--- config.mk ---
export PLATFORM = sky130hd
export DESIGN_NAME = output_port
export DESIGN_NICKNAME = d
export VERILOG_FILES = /design/src/port_pkg.sv /design/src/pin_sync.sv /design/src/output_port.sv
export SDC_FILE = /design/constraint.sdc
export NUM_CORES = 1
export LEC_CHECK = 0
export ABC_AREA = 1
export BUFFER_PORTS_ARGS = -buffer_cell sky130_fd_sc_hd__buf_4
export CAP_MARGIN = 20
export CELL_PAD_IN_SITES_DETAIL_PLACEMENT = 1
export CELL_PAD_IN_SITES_GLOBAL_PLACEMENT = 1
export CORE_MARGIN = 3
export CORE_UTILIZATION = 38
export CTS_CLUSTER_SIZE = 14
export DETAILED_ROUTE_END_ITERATION = 8
export PLACE_DENSITY_LB_ADDON = 0.1
export RECOVER_POWER = 100
export SETUP_SLACK_MARGIN = 0.05
export SYNTH_ARGS = -nofsm -noshare
export SYNTH_HDL_FRONTEND = slang
export SYNTH_SLANG_ARGS = --single-unit
export TNS_END_PERCENT = 100
--- constraint.sdc ---
create_clock -name sys_clk -period 1.67 [get_ports sys_clk]
set_clock_uncertainty 0.1 [all_clocks]
set_input_delay 0.501 -clock sys_clk [delete_from_list [all_inputs] [get_ports sys_clk]]
set_output_delay 0.501 -clock sys_clk [all_outputs]
set_load 0.01 [all_outputs]
--- src/port_pkg.sv ---
// package: register map, widths and reset values of the memory-mapped output port
package port_pkg;
   localparam int DATA_W = 8;
   localparam int REG_W = 32;
   localparam int ADDR_W = 3;
   localparam logic [ADDR_W-1:0] OFS_PORT_DATA = 3'h0;
   localparam logic [ADDR_W-1:0] OFS_PIN_DIRECTION = 3'h1;
   localparam logic [ADDR_W-1:0] OFS_IRQ_ENABLE_MASK = 3'h2;
   localparam logic [ADDR_W-1:0] OFS_EDGE_DETECT_FLAGS = 3'h3;
   localparam logic [ADDR_W-1:0] OFS_OUTPUT_BIT_SET = 3'h4;
   localparam logic [ADDR_W-1:0] OFS_OUTPUT_BIT_CLEAR = 3'h5;
   localparam logic [DATA_W-1:0] RST_OUT = 8'h00;
   localparam logic [DATA_W-1:0] RST_DIR = 8'h00;
   localparam logic [DATA_W-1:0] RST_MASK = 8'h00;
   localparam int HEARTBEAT_BIT = 0;
   localparam int HEARTBEAT_HALF = 20000000;
   localparam int HB_CNT_W = 25;
endpackage : port_pkg

--- src/pin_sync.sv ---
// two-stage synchroniser for the input pins
`timescale 1ns/1ps
module pin_sync #(
   parameter int W = 8
) (
   input wire logic sys_clk,
   input wire logic rst_n,
   input wire logic [W-1:0] async_in,
   output logic [W-1:0] sync_out
);
   logic [W-1:0] meta_r;
   logic [W-1:0] meta_nxt;
   logic [W-1:0] sync_nxt;
   always_comb begin
      meta_nxt = async_in;
      sync_nxt = meta_r;
   end
   always_ff @(posedge sys_clk) begin
      if (!rst_n) begin
         meta_r <= '0;
         sync_out <= '0;
      end else begin
         meta_r <= meta_nxt;
         sync_out <= sync_nxt;
      end
   end
endmodule : pin_sync

--- src/output_port.sv ---
// memory-mapped parallel output port with direction, mask, edge capture and set/clear
//
// Contract
// data read returns synchronised input pin levels
// data write loads new output levels
// direction bit: 0 input, 1 output
// mask bit 1 enables that pin's interrupt
// edge flags record detected pin edges
// set register raises selected output bits
// clear register lowers selected output bits
// registers 32 bits, full-word access only
// eight pin bits, upper bits inert
// host maps port at base, 16 bytes; the registers here reach offset 20, a 24-byte span
// outputs active high toward indicators
// lowest indicator driven by heartbeat instead
// set/clear touch only bits written one
`timescale 1ns/1ps
module output_port
   import port_pkg::*;
#(
   parameter int WIDTH = port_pkg::DATA_W,
   parameter int HB_HALF = port_pkg::HEARTBEAT_HALF
) (
   input wire logic sys_clk,
   input wire logic rst_n,
   input wire logic [port_pkg::ADDR_W-1:0] address,
   input wire logic write_en,
   input wire logic read_en,
   input wire logic [port_pkg::REG_W-1:0] write_data,
   output logic [port_pkg::REG_W-1:0] read_data,
   input wire logic [WIDTH-1:0] pin_in,
   output logic [WIDTH-1:0] pin_out,
   output logic [WIDTH-1:0] pin_oe,
   output logic [WIDTH-1:0] indicator,
   output logic irq
);
   import port_pkg::*;

   // ****************************************
   // input synchronisation
   // ****************************************
   logic [WIDTH-1:0] pin_s;
   pin_sync #(.W(WIDTH)) u_sync (
      .sys_clk(sys_clk),
      .rst_n(rst_n),
      .async_in(pin_in),
      .sync_out(pin_s)
   );

   // ****************************************
   // register state
   // ****************************************
   logic [WIDTH-1:0] out_r, out_nxt;
   logic [WIDTH-1:0] dir_r, dir_nxt;
   logic [WIDTH-1:0] mask_r, mask_nxt;
   logic [WIDTH-1:0] edge_r, edge_nxt;
   logic [WIDTH-1:0] prev_r, prev_nxt;
   logic [REG_W-1:0] rd_r, rd_nxt;
   logic irq_r, irq_nxt;
   logic [HB_CNT_W-1:0] hb_cnt_r, hb_cnt_nxt;
   logic hb_r, hb_nxt;
   logic [WIDTH-1:0] wr_bits;
   logic [WIDTH-1:0] edges;
   logic [2:0] arm_r, arm_nxt;

   function automatic logic hit(input logic [ADDR_W-1:0] a, input logic [ADDR_W-1:0] ofs);
      hit = (a == ofs);
   endfunction : hit

   // upper data bits are dropped: only the pin slice carries meaning
   assign wr_bits = write_data[WIDTH-1:0];
   // edges count only once synchroniser and previous level hold real pins;
   // otherwise a pin idling high reports a false edge after every reset
   assign edges = (pin_s ^ prev_r) & {WIDTH{arm_r[2]}};

   always_comb begin
      out_nxt = out_r;
      dir_nxt = dir_r;
      mask_nxt = mask_r;
      prev_nxt = pin_s;
      arm_nxt = {arm_r[1:0], 1'b1};
      // a new edge wins over a clear in the same cycle
      edge_nxt = edge_r;
      rd_nxt = '0;
      // every access is a full word; no byte lanes exist
      if (write_en) begin
         if (hit(address, OFS_PORT_DATA)) out_nxt = wr_bits;
         if (hit(address, OFS_PIN_DIRECTION)) dir_nxt = wr_bits;
         if (hit(address, OFS_IRQ_ENABLE_MASK)) mask_nxt = wr_bits;
         if (hit(address, OFS_EDGE_DETECT_FLAGS)) edge_nxt = edge_r & ~wr_bits;
         if (hit(address, OFS_OUTPUT_BIT_SET)) out_nxt = out_r | wr_bits;
         if (hit(address, OFS_OUTPUT_BIT_CLEAR)) out_nxt = out_r & ~wr_bits;
      end
      edge_nxt = edge_nxt | (edges & ~dir_r);
      if (read_en) begin
         case (address)
            OFS_PORT_DATA: rd_nxt[WIDTH-1:0] = pin_s;
            OFS_PIN_DIRECTION: rd_nxt[WIDTH-1:0] = dir_r;
            OFS_IRQ_ENABLE_MASK: rd_nxt[WIDTH-1:0] = mask_r;
            OFS_EDGE_DETECT_FLAGS: rd_nxt[WIDTH-1:0] = edge_r;
            default: rd_nxt = '0;
         endcase
      end
      irq_nxt = |(edge_r & mask_r);
   end

   // ****************************************
   // heartbeat for the lowest indicator
   // ****************************************
   always_comb begin
      hb_cnt_nxt = hb_cnt_r + 1'b1;
      hb_nxt = hb_r;
      if (hb_cnt_r == HB_CNT_W'(HB_HALF - 1)) begin
         hb_cnt_nxt = '0;
         hb_nxt = ~hb_r;
      end
   end

   always_ff @(posedge sys_clk) begin
      if (!rst_n) begin
         out_r <= RST_OUT;
         dir_r <= RST_DIR;
         mask_r <= RST_MASK;
         edge_r <= '0;
         prev_r <= '0;
         arm_r <= '0;
         rd_r <= '0;
         irq_r <= 1'b0;
         hb_cnt_r <= '0;
         hb_r <= 1'b0;
      end else begin
         out_r <= out_nxt;
         dir_r <= dir_nxt;
         mask_r <= mask_nxt;
         edge_r <= edge_nxt;
         prev_r <= prev_nxt;
         arm_r <= arm_nxt;
         rd_r <= rd_nxt;
         irq_r <= irq_nxt;
         hb_cnt_r <= hb_cnt_nxt;
         hb_r <= hb_nxt;
      end
   end

   // ****************************************
   // output pins, registered
   // ****************************************
   logic [WIDTH-1:0] pin_out_r, pin_oe_r, ind_r;
   always_ff @(posedge sys_clk) begin
      if (!rst_n) begin
         pin_out_r <= '0;
         pin_oe_r <= '0;
         ind_r <= '0;
      end else begin
         pin_out_r <= out_r;
         pin_oe_r <= dir_r;
         ind_r <= out_r;
         // heartbeat owns the lowest indicator; a limitation software must live with
         ind_r[HEARTBEAT_BIT] <= hb_r;
      end
   end
   assign pin_out = pin_out_r;
   assign pin_oe = pin_oe_r;
   assign indicator = ind_r;
   assign read_data = rd_r;
   assign irq = irq_r;

   // ****************************************
   // assertions
   // ****************************************
   property p_data_write;
      @(posedge sys_clk) disable iff (!rst_n)
      write_en && address == OFS_PORT_DATA |=> out_r == $past(write_data[WIDTH-1:0]);
   endproperty
   a_data_write: assert property (p_data_write) else $error("data write not loaded");
   property p_data_read;
      @(posedge sys_clk) disable iff (!rst_n)
      read_en && address == OFS_PORT_DATA |=> read_data == REG_W'($past(pin_s));
   endproperty
   a_data_read: assert property (p_data_read) else $error("data read wrong");
   property p_dir;
      @(posedge sys_clk) disable iff (!rst_n)
      write_en && address == OFS_PIN_DIRECTION |=> ##1 pin_oe == $past(write_data[WIDTH-1:0], 2);
   endproperty
   a_dir: assert property (p_dir) else $error("direction not applied");
   property p_irq;
      @(posedge sys_clk) disable iff (!rst_n)
      (|(edge_r & mask_r)) |=> irq;
   endproperty
   a_irq: assert property (p_irq) else $error("masked irq missing");
   property p_edge;
      @(posedge sys_clk) disable iff (!rst_n)
      (|(edges & ~dir_r)) |=> (|edge_r);
   endproperty
   a_edge: assert property (p_edge) else $error("edge not captured");
   property p_set;
      @(posedge sys_clk) disable iff (!rst_n)
      write_en && address == OFS_OUTPUT_BIT_SET |=> out_r == ($past(out_r) | $past(write_data[WIDTH-1:0]));
   endproperty
   a_set: assert property (p_set) else $error("set wrong");
   property p_clr;
      @(posedge sys_clk) disable iff (!rst_n)
      write_en && address == OFS_OUTPUT_BIT_CLEAR |=> out_r == ($past(out_r) & ~$past(write_data[WIDTH-1:0]));
   endproperty
   a_clr: assert property (p_clr) else $error("clear wrong");
   property p_ind;
      @(posedge sys_clk) disable iff (!rst_n)
      ##1 indicator[WIDTH-1:1] == $past(out_r[WIDTH-1:1]) && indicator[HEARTBEAT_BIT] == $past(hb_r);
   endproperty
   a_ind: assert property (p_ind) else $error("indicator mismatch");
   property p_unmapped;
      @(posedge sys_clk) disable iff (!rst_n)
      read_en && address > OFS_EDGE_DETECT_FLAGS |=> read_data == 32'h00000000;
   endproperty
   a_unmapped: assert property (p_unmapped) else $error("write-only read nonzero");
   c_write: cover property (@(posedge sys_clk) write_en && address == OFS_PORT_DATA);
   c_set: cover property (@(posedge sys_clk) write_en && address == OFS_OUTPUT_BIT_SET);
   c_irq: cover property (@(posedge sys_clk) irq);
endmodule : output_port

==> results of run 1 <==
[flip-flops by register name, summed over array words and instances, names as in the netlist]
name and cells:
u_sync.sync_out 8, hb_r 1, dir_r 8, mask_r 8, irq 1, pin_oe 8, pin_out 8, out_r 8
edge_r 8, arm_r 3, prev_r 8, hb_cnt_r 25, u_sync.meta_r 8, read_data 8, indicator 1
[timing repair]
| action | in CTS | in global routing |
|---|---|---|
| setup buffers | 7 | 1 |
| pin swaps | 4 | 4 |
| cloned | 1 | 0 |
| gates resized for setup | 14 | 12 |
| setup endpoints to repair | 25 | 25 |
[area by class of cell]
class                      instances  area (um^2)
timing repair buffer              86          593
fill                            1451         6020
clock buffer                       9          225
inverter                          87          327
multi-input combinational        386         1860
tap                              143          179
clock inverter                     7          128
sequential                       111         2230
[worst max path at each step]
stage	start	end	slack [ps]	depth (start not counted)
2_1_floorplan	hb_cnt_r[0]	hb_cnt_r[11]	160	9
3_3_place_gp	address[1]	read_data[7]	-10	7
3_5_place_dp	hb_cnt_r[0]	hb_cnt_r[11]	-20	9
4_1_cts	hb_cnt_r[1]	hb_cnt_r[4]	60	11
5_1_grt	hb_cnt_r[0]	hb_cnt_r[24]	20	8
6_report	hb_cnt_r[0]	hb_cnt_r[6]	130	9
[where the power goes]
part / leakage [nW] / total [mW] / switching (mW) / internal (mW)
Sequential: 0.903 / 2.74 / 0.0380 / 2.71
Clock: 0.172 / 2.52 / 1.03 / 1.49
Combinational: 1.34 / 0.340 / 0.208 / 0.132
[metal layers]
| layer | track usage, % | up-vias | share of wire [%] |
|---|---|---|---|
| li1 | - | 1996 | - |
| met1 | 25.3 | 1852 | 49 |
| met2 | 28.1 | 83 | 45 |
| met3 | 3.03 | 11 | 4.9 |
| met4 | 6.96 | 0 | 1.6 |
| met5 | 0 | - | 0 |
[worst max-delay path: cells and delay by family (launching register included)]
family | cells | cell delay [ps]
flops | 1 | 360
simple gates | 7 | 670
buf+inv | 1 | 140
fa+ha+maj | 1 | 150
[cell families after synthesis]
family                     synth area share, %
and+or+nand+nor                           23.6
buffers and inverters                     14.0
DFF                                       48.7
AOI/OAI and AO/OA                         11.1
xor gates and xnor gates                  2.30
adders and majority gates                0.274
other                                   0.0821
[metrics by stage]
step                      cells  area (um^2)  hold slack, ps  power (mW)  utilization, %
after detailed placement    805         5170             303        3.14            44.7
final                       829         5540             223        5.60            47.9
after global placement      805         5170             293        3.13            44.7
after CTS                   829         5650             213        5.68            48.8
after floorplan             630         4650             290        3.01               -
after global routing        829         5540             222        5.83            47.9
[cells in the final DEF, fill, tap and decap left out, types with 4 or more instances in the layout]
master / n
dfxtp_1: 107
o32ai_1: 8
xor2_1: 7
inv_1: 84
a31oi_1: 6
nand3_1: 33
conb_1: 24
buf_12: 5
nor2_2: 8
clkbuf_1: 37
nand4_1: 4
nand2_1: 141
nor2_1: 62
xnor2_1: 4
o21a_1: 7
dfxtp_2: 4
a21oi_1: 17
clkbuf_16: 9
buf_4: 42
o21ai_0: 42
==> impl_metrics.csv, run 1 <==
group,metric,value,unit
yosys,synthFlopType,"dfxtp_1",
clock_tree,cts-hold-fix-buffers,0,
yosys,ys_ff_latch,111,
yosys,yosysSeqAreaShare,48.7,%
route,wl_per_cell,14.1,um
grt,grt-ovfl-total,0,
clock_tree,htreeDepth,3,
route,drt_iter0_markers,145,
floorplan,die-area,13400,um^2
grt,antenna_found_initial,0,
yosys,synthCells,607,
status,status,"finished, final reports clean",
layout,n_antenna_cell,0,
yosys,ys_types,33,
sta,tns,0,ps
sta,drv_slew,0,
placement,dp_hpwl,8490,um
hold_path,holdCritPathClass,"in2reg",
layout,syn2layout_area_growth,21.3,%
clock_tree,tritoncts,"done",
worst_setup_path,worstPathCellList,"ha_4 -> nand2_4 -> nor2_2 -> nand2_2 -> nor2_4 -> nand2_2 -> nand2_4 -> buf_12 -> nor2_1",
yosys,synth_top_area_share,48.7,%
yosys,synth_area_per_cell,7.52,um^2
sta,period_share,92.4,%
worst_setup_path,rr_worst_depth,9,
placement,portBuffers,55,
route,postRouteAntennaNets,0,
sta,setup_violations,0,
yosys,synth_enable_flop_cells,0,
hold_path,worstHoldStart,"pin_in[3]",
layout,drive_gt1_share,13.6,%
job,maxCapViolCount,0,
floorplan,die_w,116,um
sta,max_slew_margin,65.3,%
worst_setup_path,critPathArrivalTime,1690,ps
floorplan,num_io_pins,104,
sta,fin_crit,1540,ps
grt,grt_pass1_wl,18900,um
placement,pre_cts_ws,-16.6,ps
grt,grt_max_degree,23,
yosys,async_flop_share,0,%
yosys,synthesis.area,4570,um^2
yosys,synth_most_common_cell,"nand2_1",
clock_tree,clock_sinks,111,
floorplan,rows,39,
route,vias_per_cell,4.76,
placement,gp_congestion,0.834,
clock_tree,cts_buffer_depth,2,
clock_tree,clkTransAtPathRegs,70,ps
route,drt_pass1_iterations,4,
worst_setup_path,r2r-start,"hb_cnt_r[0]",
worst_setup_path,slowest_delay,360,ps
power,power_density,1010,nW/um^2
worst_setup_path,path_max_fanout,10,
worst_setup_path,worst_path_max_delay_cell,"dfxtp_2",
clock_tree,insertion_delay,350,ps
sta,layout_setup_ws,127,ps
yosys,synth_area_leaders,"dfxtp_1 49%, nand2_1 12%, inv_1 6.9%, nor2_1 5.7%, buf_4 5.1%",
route,wirelength,11700,um
sta,worst_pin_slew,520,ps
route,drc,0,
clock_tree,clock-root-buffer,"clkbuf_16",
yosys,synth_warnings,0,
hold_path,hold_path_depth,3,
sta,fmax,0.648,GHz
floorplan,die_h,116,um
worst_setup_path,crit_path_start_kind,"register",
hold_path,worstHoldEndpoint,"u_sync.meta_r[3]",
power,leakage,2.41,nW
sta,rsz0062_at_grt,"true",
clock_tree,cts_buffers,9,
floorplan,core_area,11600,um^2
worst_setup_path,crit_type,"reg2reg",
floorplan,start_util,39.5,%
route,vias,3942,
worst_setup_path,timing.rr.end,"hb_cnt_r[6]",
yosys,netlist_top_cells_count,"144 x nand2_1, 111 x dfxtp_1, 84 x inv_1, 69 x nor2_1, 42 x o21ai_0",
grt,grt_usage,18.1,%
worst_setup_path,worstPathRequired,1810,ps
power,peakVddDrop,0.567,mV
worst_setup_path,endpoint_kind,"register",
grt,grt_pass1_vias,3839,
worst_setup_path,reg2reg_slack,130,ps
yosys,synth_largest_area_cell,"dfxtp_1",
sta,hold_viol,0,
layout,fin_nets,729,
No activity file was read; power rests on OpenSTA's default activity.
==> inputs of run 2 (changes only) <==
--- a/config.mk
+++ b/config.mk
@@ -6,14 +6,14 @@
 export NUM_CORES = 1
 export LEC_CHECK = 0
 export ABC_AREA = 1
-export BUFFER_PORTS_ARGS = -buffer_cell sky130_fd_sc_hd__buf_4
 export CAP_MARGIN = 20
 export CELL_PAD_IN_SITES_DETAIL_PLACEMENT = 1
 export CELL_PAD_IN_SITES_GLOBAL_PLACEMENT = 1
 export CORE_MARGIN = 3
-export CORE_UTILIZATION = 38
+export CORE_UTILIZATION = 40
 export CTS_CLUSTER_SIZE = 14
 export DETAILED_ROUTE_END_ITERATION = 8
+export DONT_BUFFER_PORTS = 1
 export PLACE_DENSITY_LB_ADDON = 0.1
 export RECOVER_POWER = 100
 export SETUP_SLACK_MARGIN = 0.05
==> run 2 against run 1 <==
  * Power decreased by 8.7%
  * First-iteration DRC count grew 45%
  * Core utilization fell by 1.2 points
  * Critical path depth unchanged
  * Die area fell by 4.7%
  * Non-clock buffer count shrank 62
  * Combinational power shrank 32%
==> impl_metrics.csv, run 2 (same netlist as run 1, synthesis figures left out) <==
group,metric,value,unit
status,status,"finished, final reports clean",
placement,postPlaceCellArea,4650,um^2
worst_setup_path,crit_family,"simple AND/OR/NAND/NOR gates",
clock_tree,cts_buffers,9,
worst_setup_path,worstPathCellList,"ha_4 -> nand2_4 -> nor2_4 -> nand2_4 -> nor2_4 -> nand2_2 -> nand2_4 -> bufbuf_16 -> nor3_1",
worst_setup_path,rr_worst_depth,9,
worst_setup_path,path_buf_inv,1,
placement,portBuffers,0,
grt,grt_max_degree,57,
clock_tree,clock_sinks,111,
floorplan,die_w,113,um
layout,syn2layout_area_growth,12.3,%
clock_tree,tritoncts,"done",
power,peakVddDrop,1.08,mV
worst_setup_path,crit_path_frequent_cell,"nand2_4",
clock_tree,cts-hold-fix-buffers,0,
worst_setup_path,worst_path_max_delay_cell,"dfxtp_2",
worst_setup_path,critPathArrivalTime,1700,ps
floorplan,die-area,12700,um^2
job,maxCapViolCount,0,
worst_setup_path,path_max_fanout,6,
route,drt_pass1_iterations,4,
sta,fmax,0.640,GHz
floorplan,rows,38,
placement,gp_congestion,0.837,
sta,period_share,93.6,%
layout,mostFrequentLayoutCells,"139 x nand2_1, 106 x dfxtp_1, 86 x inv_1",
worst_setup_path,reg2reg_slack,110,ps
hold_path,worstHoldEndpoint,"arm_r[0]",
route,drt_iter0_markers,210,
worst_setup_path,r2r-start,"hb_cnt_r[1]",
layout,largest_reg_flops,25,
worst_setup_path,endpoint_kind,"register",
layout,design_area,5130,um^2
route,wl_per_cell,14.8,um
grt,grt_pass1_wl,18900,um
layout,final_common_cell,"nand2_1",
sta,setup_violations,0,
floorplan,die_h,113,um
grt,grt-ovfl-total,0,
layout,n_antenna_cell,0,
route,wirelength,11300,um
grt,antenna_found_initial,0,
worst_setup_path,cp-startpoint,"hb_cnt_r[1]",
layout,largest_register,"hb_cnt_r",
clock_tree,clock-root-buffer,"clkbuf_16",
layout,drive_gt1_share,10.3,%
floorplan,core_area,11000,um^2
floorplan,num_io_pins,104,
layout,fin_nets,667,
power,power_density,998,nW/um^2
layout,utilization,46.7,%
hold_path,hold_path_depth,0,
worst_setup_path,slowest_delay,350,ps
floorplan,start_util,41.6,%
clock_tree,cts_buffer_depth,2,
worst_setup_path,timing.rr.end,"hb_cnt_r[2]",
route,vias_per_cell,4.83,
route,vias,3693,
hold_path,holdCritPathClass,"in2reg",
clock_tree,clkTransAtPathRegs,70,ps
placement,dp_hpwl,8100,um
clock_tree,htreeDepth,3,
grt,grt_usage,18.7,%
worst_setup_path,crit_type,"reg2reg",
route,drc,0,
worst_setup_path,crit_path_start_kind,"register",
sta,drv_slew,0,
power,leakage,2.23,nW
worst_setup_path,worstPathRequired,1810,ps
clock_tree,insertion_delay,350,ps
route,postRouteAntennaNets,0,
sta,rsz0062_at_grt,"true",
grt,grt_pass1_vias,3823,
hold_path,worstHoldStart,"rst_n",
sta,hold_viol,0,
sta,fin_crit,1560,ps
## run 2: cell count changes in the layout (fill, tap and decap cells not counted), sizes merged
cell | previous run | this run
bufbuf | 0 | 1
clkinvlp | 0 | 3
buf | 49 | 21
bufinv | 3 | 1
inv | 88 | 87
clkbuf | 46 | 11
## run 2: final cells by class
cell class                 instances  area (um^2)
fill                            1396         5850
sequential                       111         2230
multi-input combinational        386         1860
inverter                          87          327
timing repair buffer              24          244
clock buffer                       9          225
tap                              140          175
clock inverter                     7         71.3
## run 2: worst register-to-register path, delay by kind of cell, from the launching register on
kind	cells	cell delay, ps
adder cells (fa/ha/maj)	1	150
buffers and inverters	1	270
flip-flops	1	350
AND/OR/NAND/NOR	7	590
## run 2: power breakdown
part / switching (mW) / internal, mW / leakage (nW)
clock: 0.973 / 1.16 / 0.138
sequential: 0.0436 / 2.71 / 0.904
combinational: 0.146 / 0.0851 / 1.18
total: 1.16 / 3.96 / 2.23
## run 2: how the worst max path moves through the flow
stage                              end  slack (ps)  cells after the start
final                      hb_cnt_r[2]         110                      9
after global routing       hb_cnt_r[2]           8                      8
after CTS                  hb_cnt_r[2]          50                      9
after detailed placement  hb_cnt_r[18]         -30                      9
after global placement    read_data[6]       -0.07                      6
after floorplan           hb_cnt_r[11]         160                      9
## run 2: per-stage QoR
step	cells	hold slack [ps]	TNS, ps	power (mW)	setup WS, ps
4_1_cts	761	60.4	0	5.20	50.8
3_3_place_gp	739	293	-0.0747	3.01	-0.0747
2_1_floorplan	630	290	0	3.01	157
6_report	764	79.0	0	5.12	107
5_1_grt	764	50.2	0	5.36	7.93
3_5_place_dp	739	302	-489	3.02	-29.9
## run 2: timing repair
item | in CTS | in global routing
gates cloned | 2 | 0
endpoints found under the setup margin | 25 | 25
pin swaps | 4 | 5
resized for setup | 16 | 12
buffers inserted | 4 | 3
## run 2: routing by layer
layer	vias to the layer above	global-route usage, %	share of wire [%]
met5	-	0	0
li1	1875	-	-
met4	0	3.77	0.69
met2	85	29.3	45
met1	1728	25.2	49
met3	5	6.20	5.6
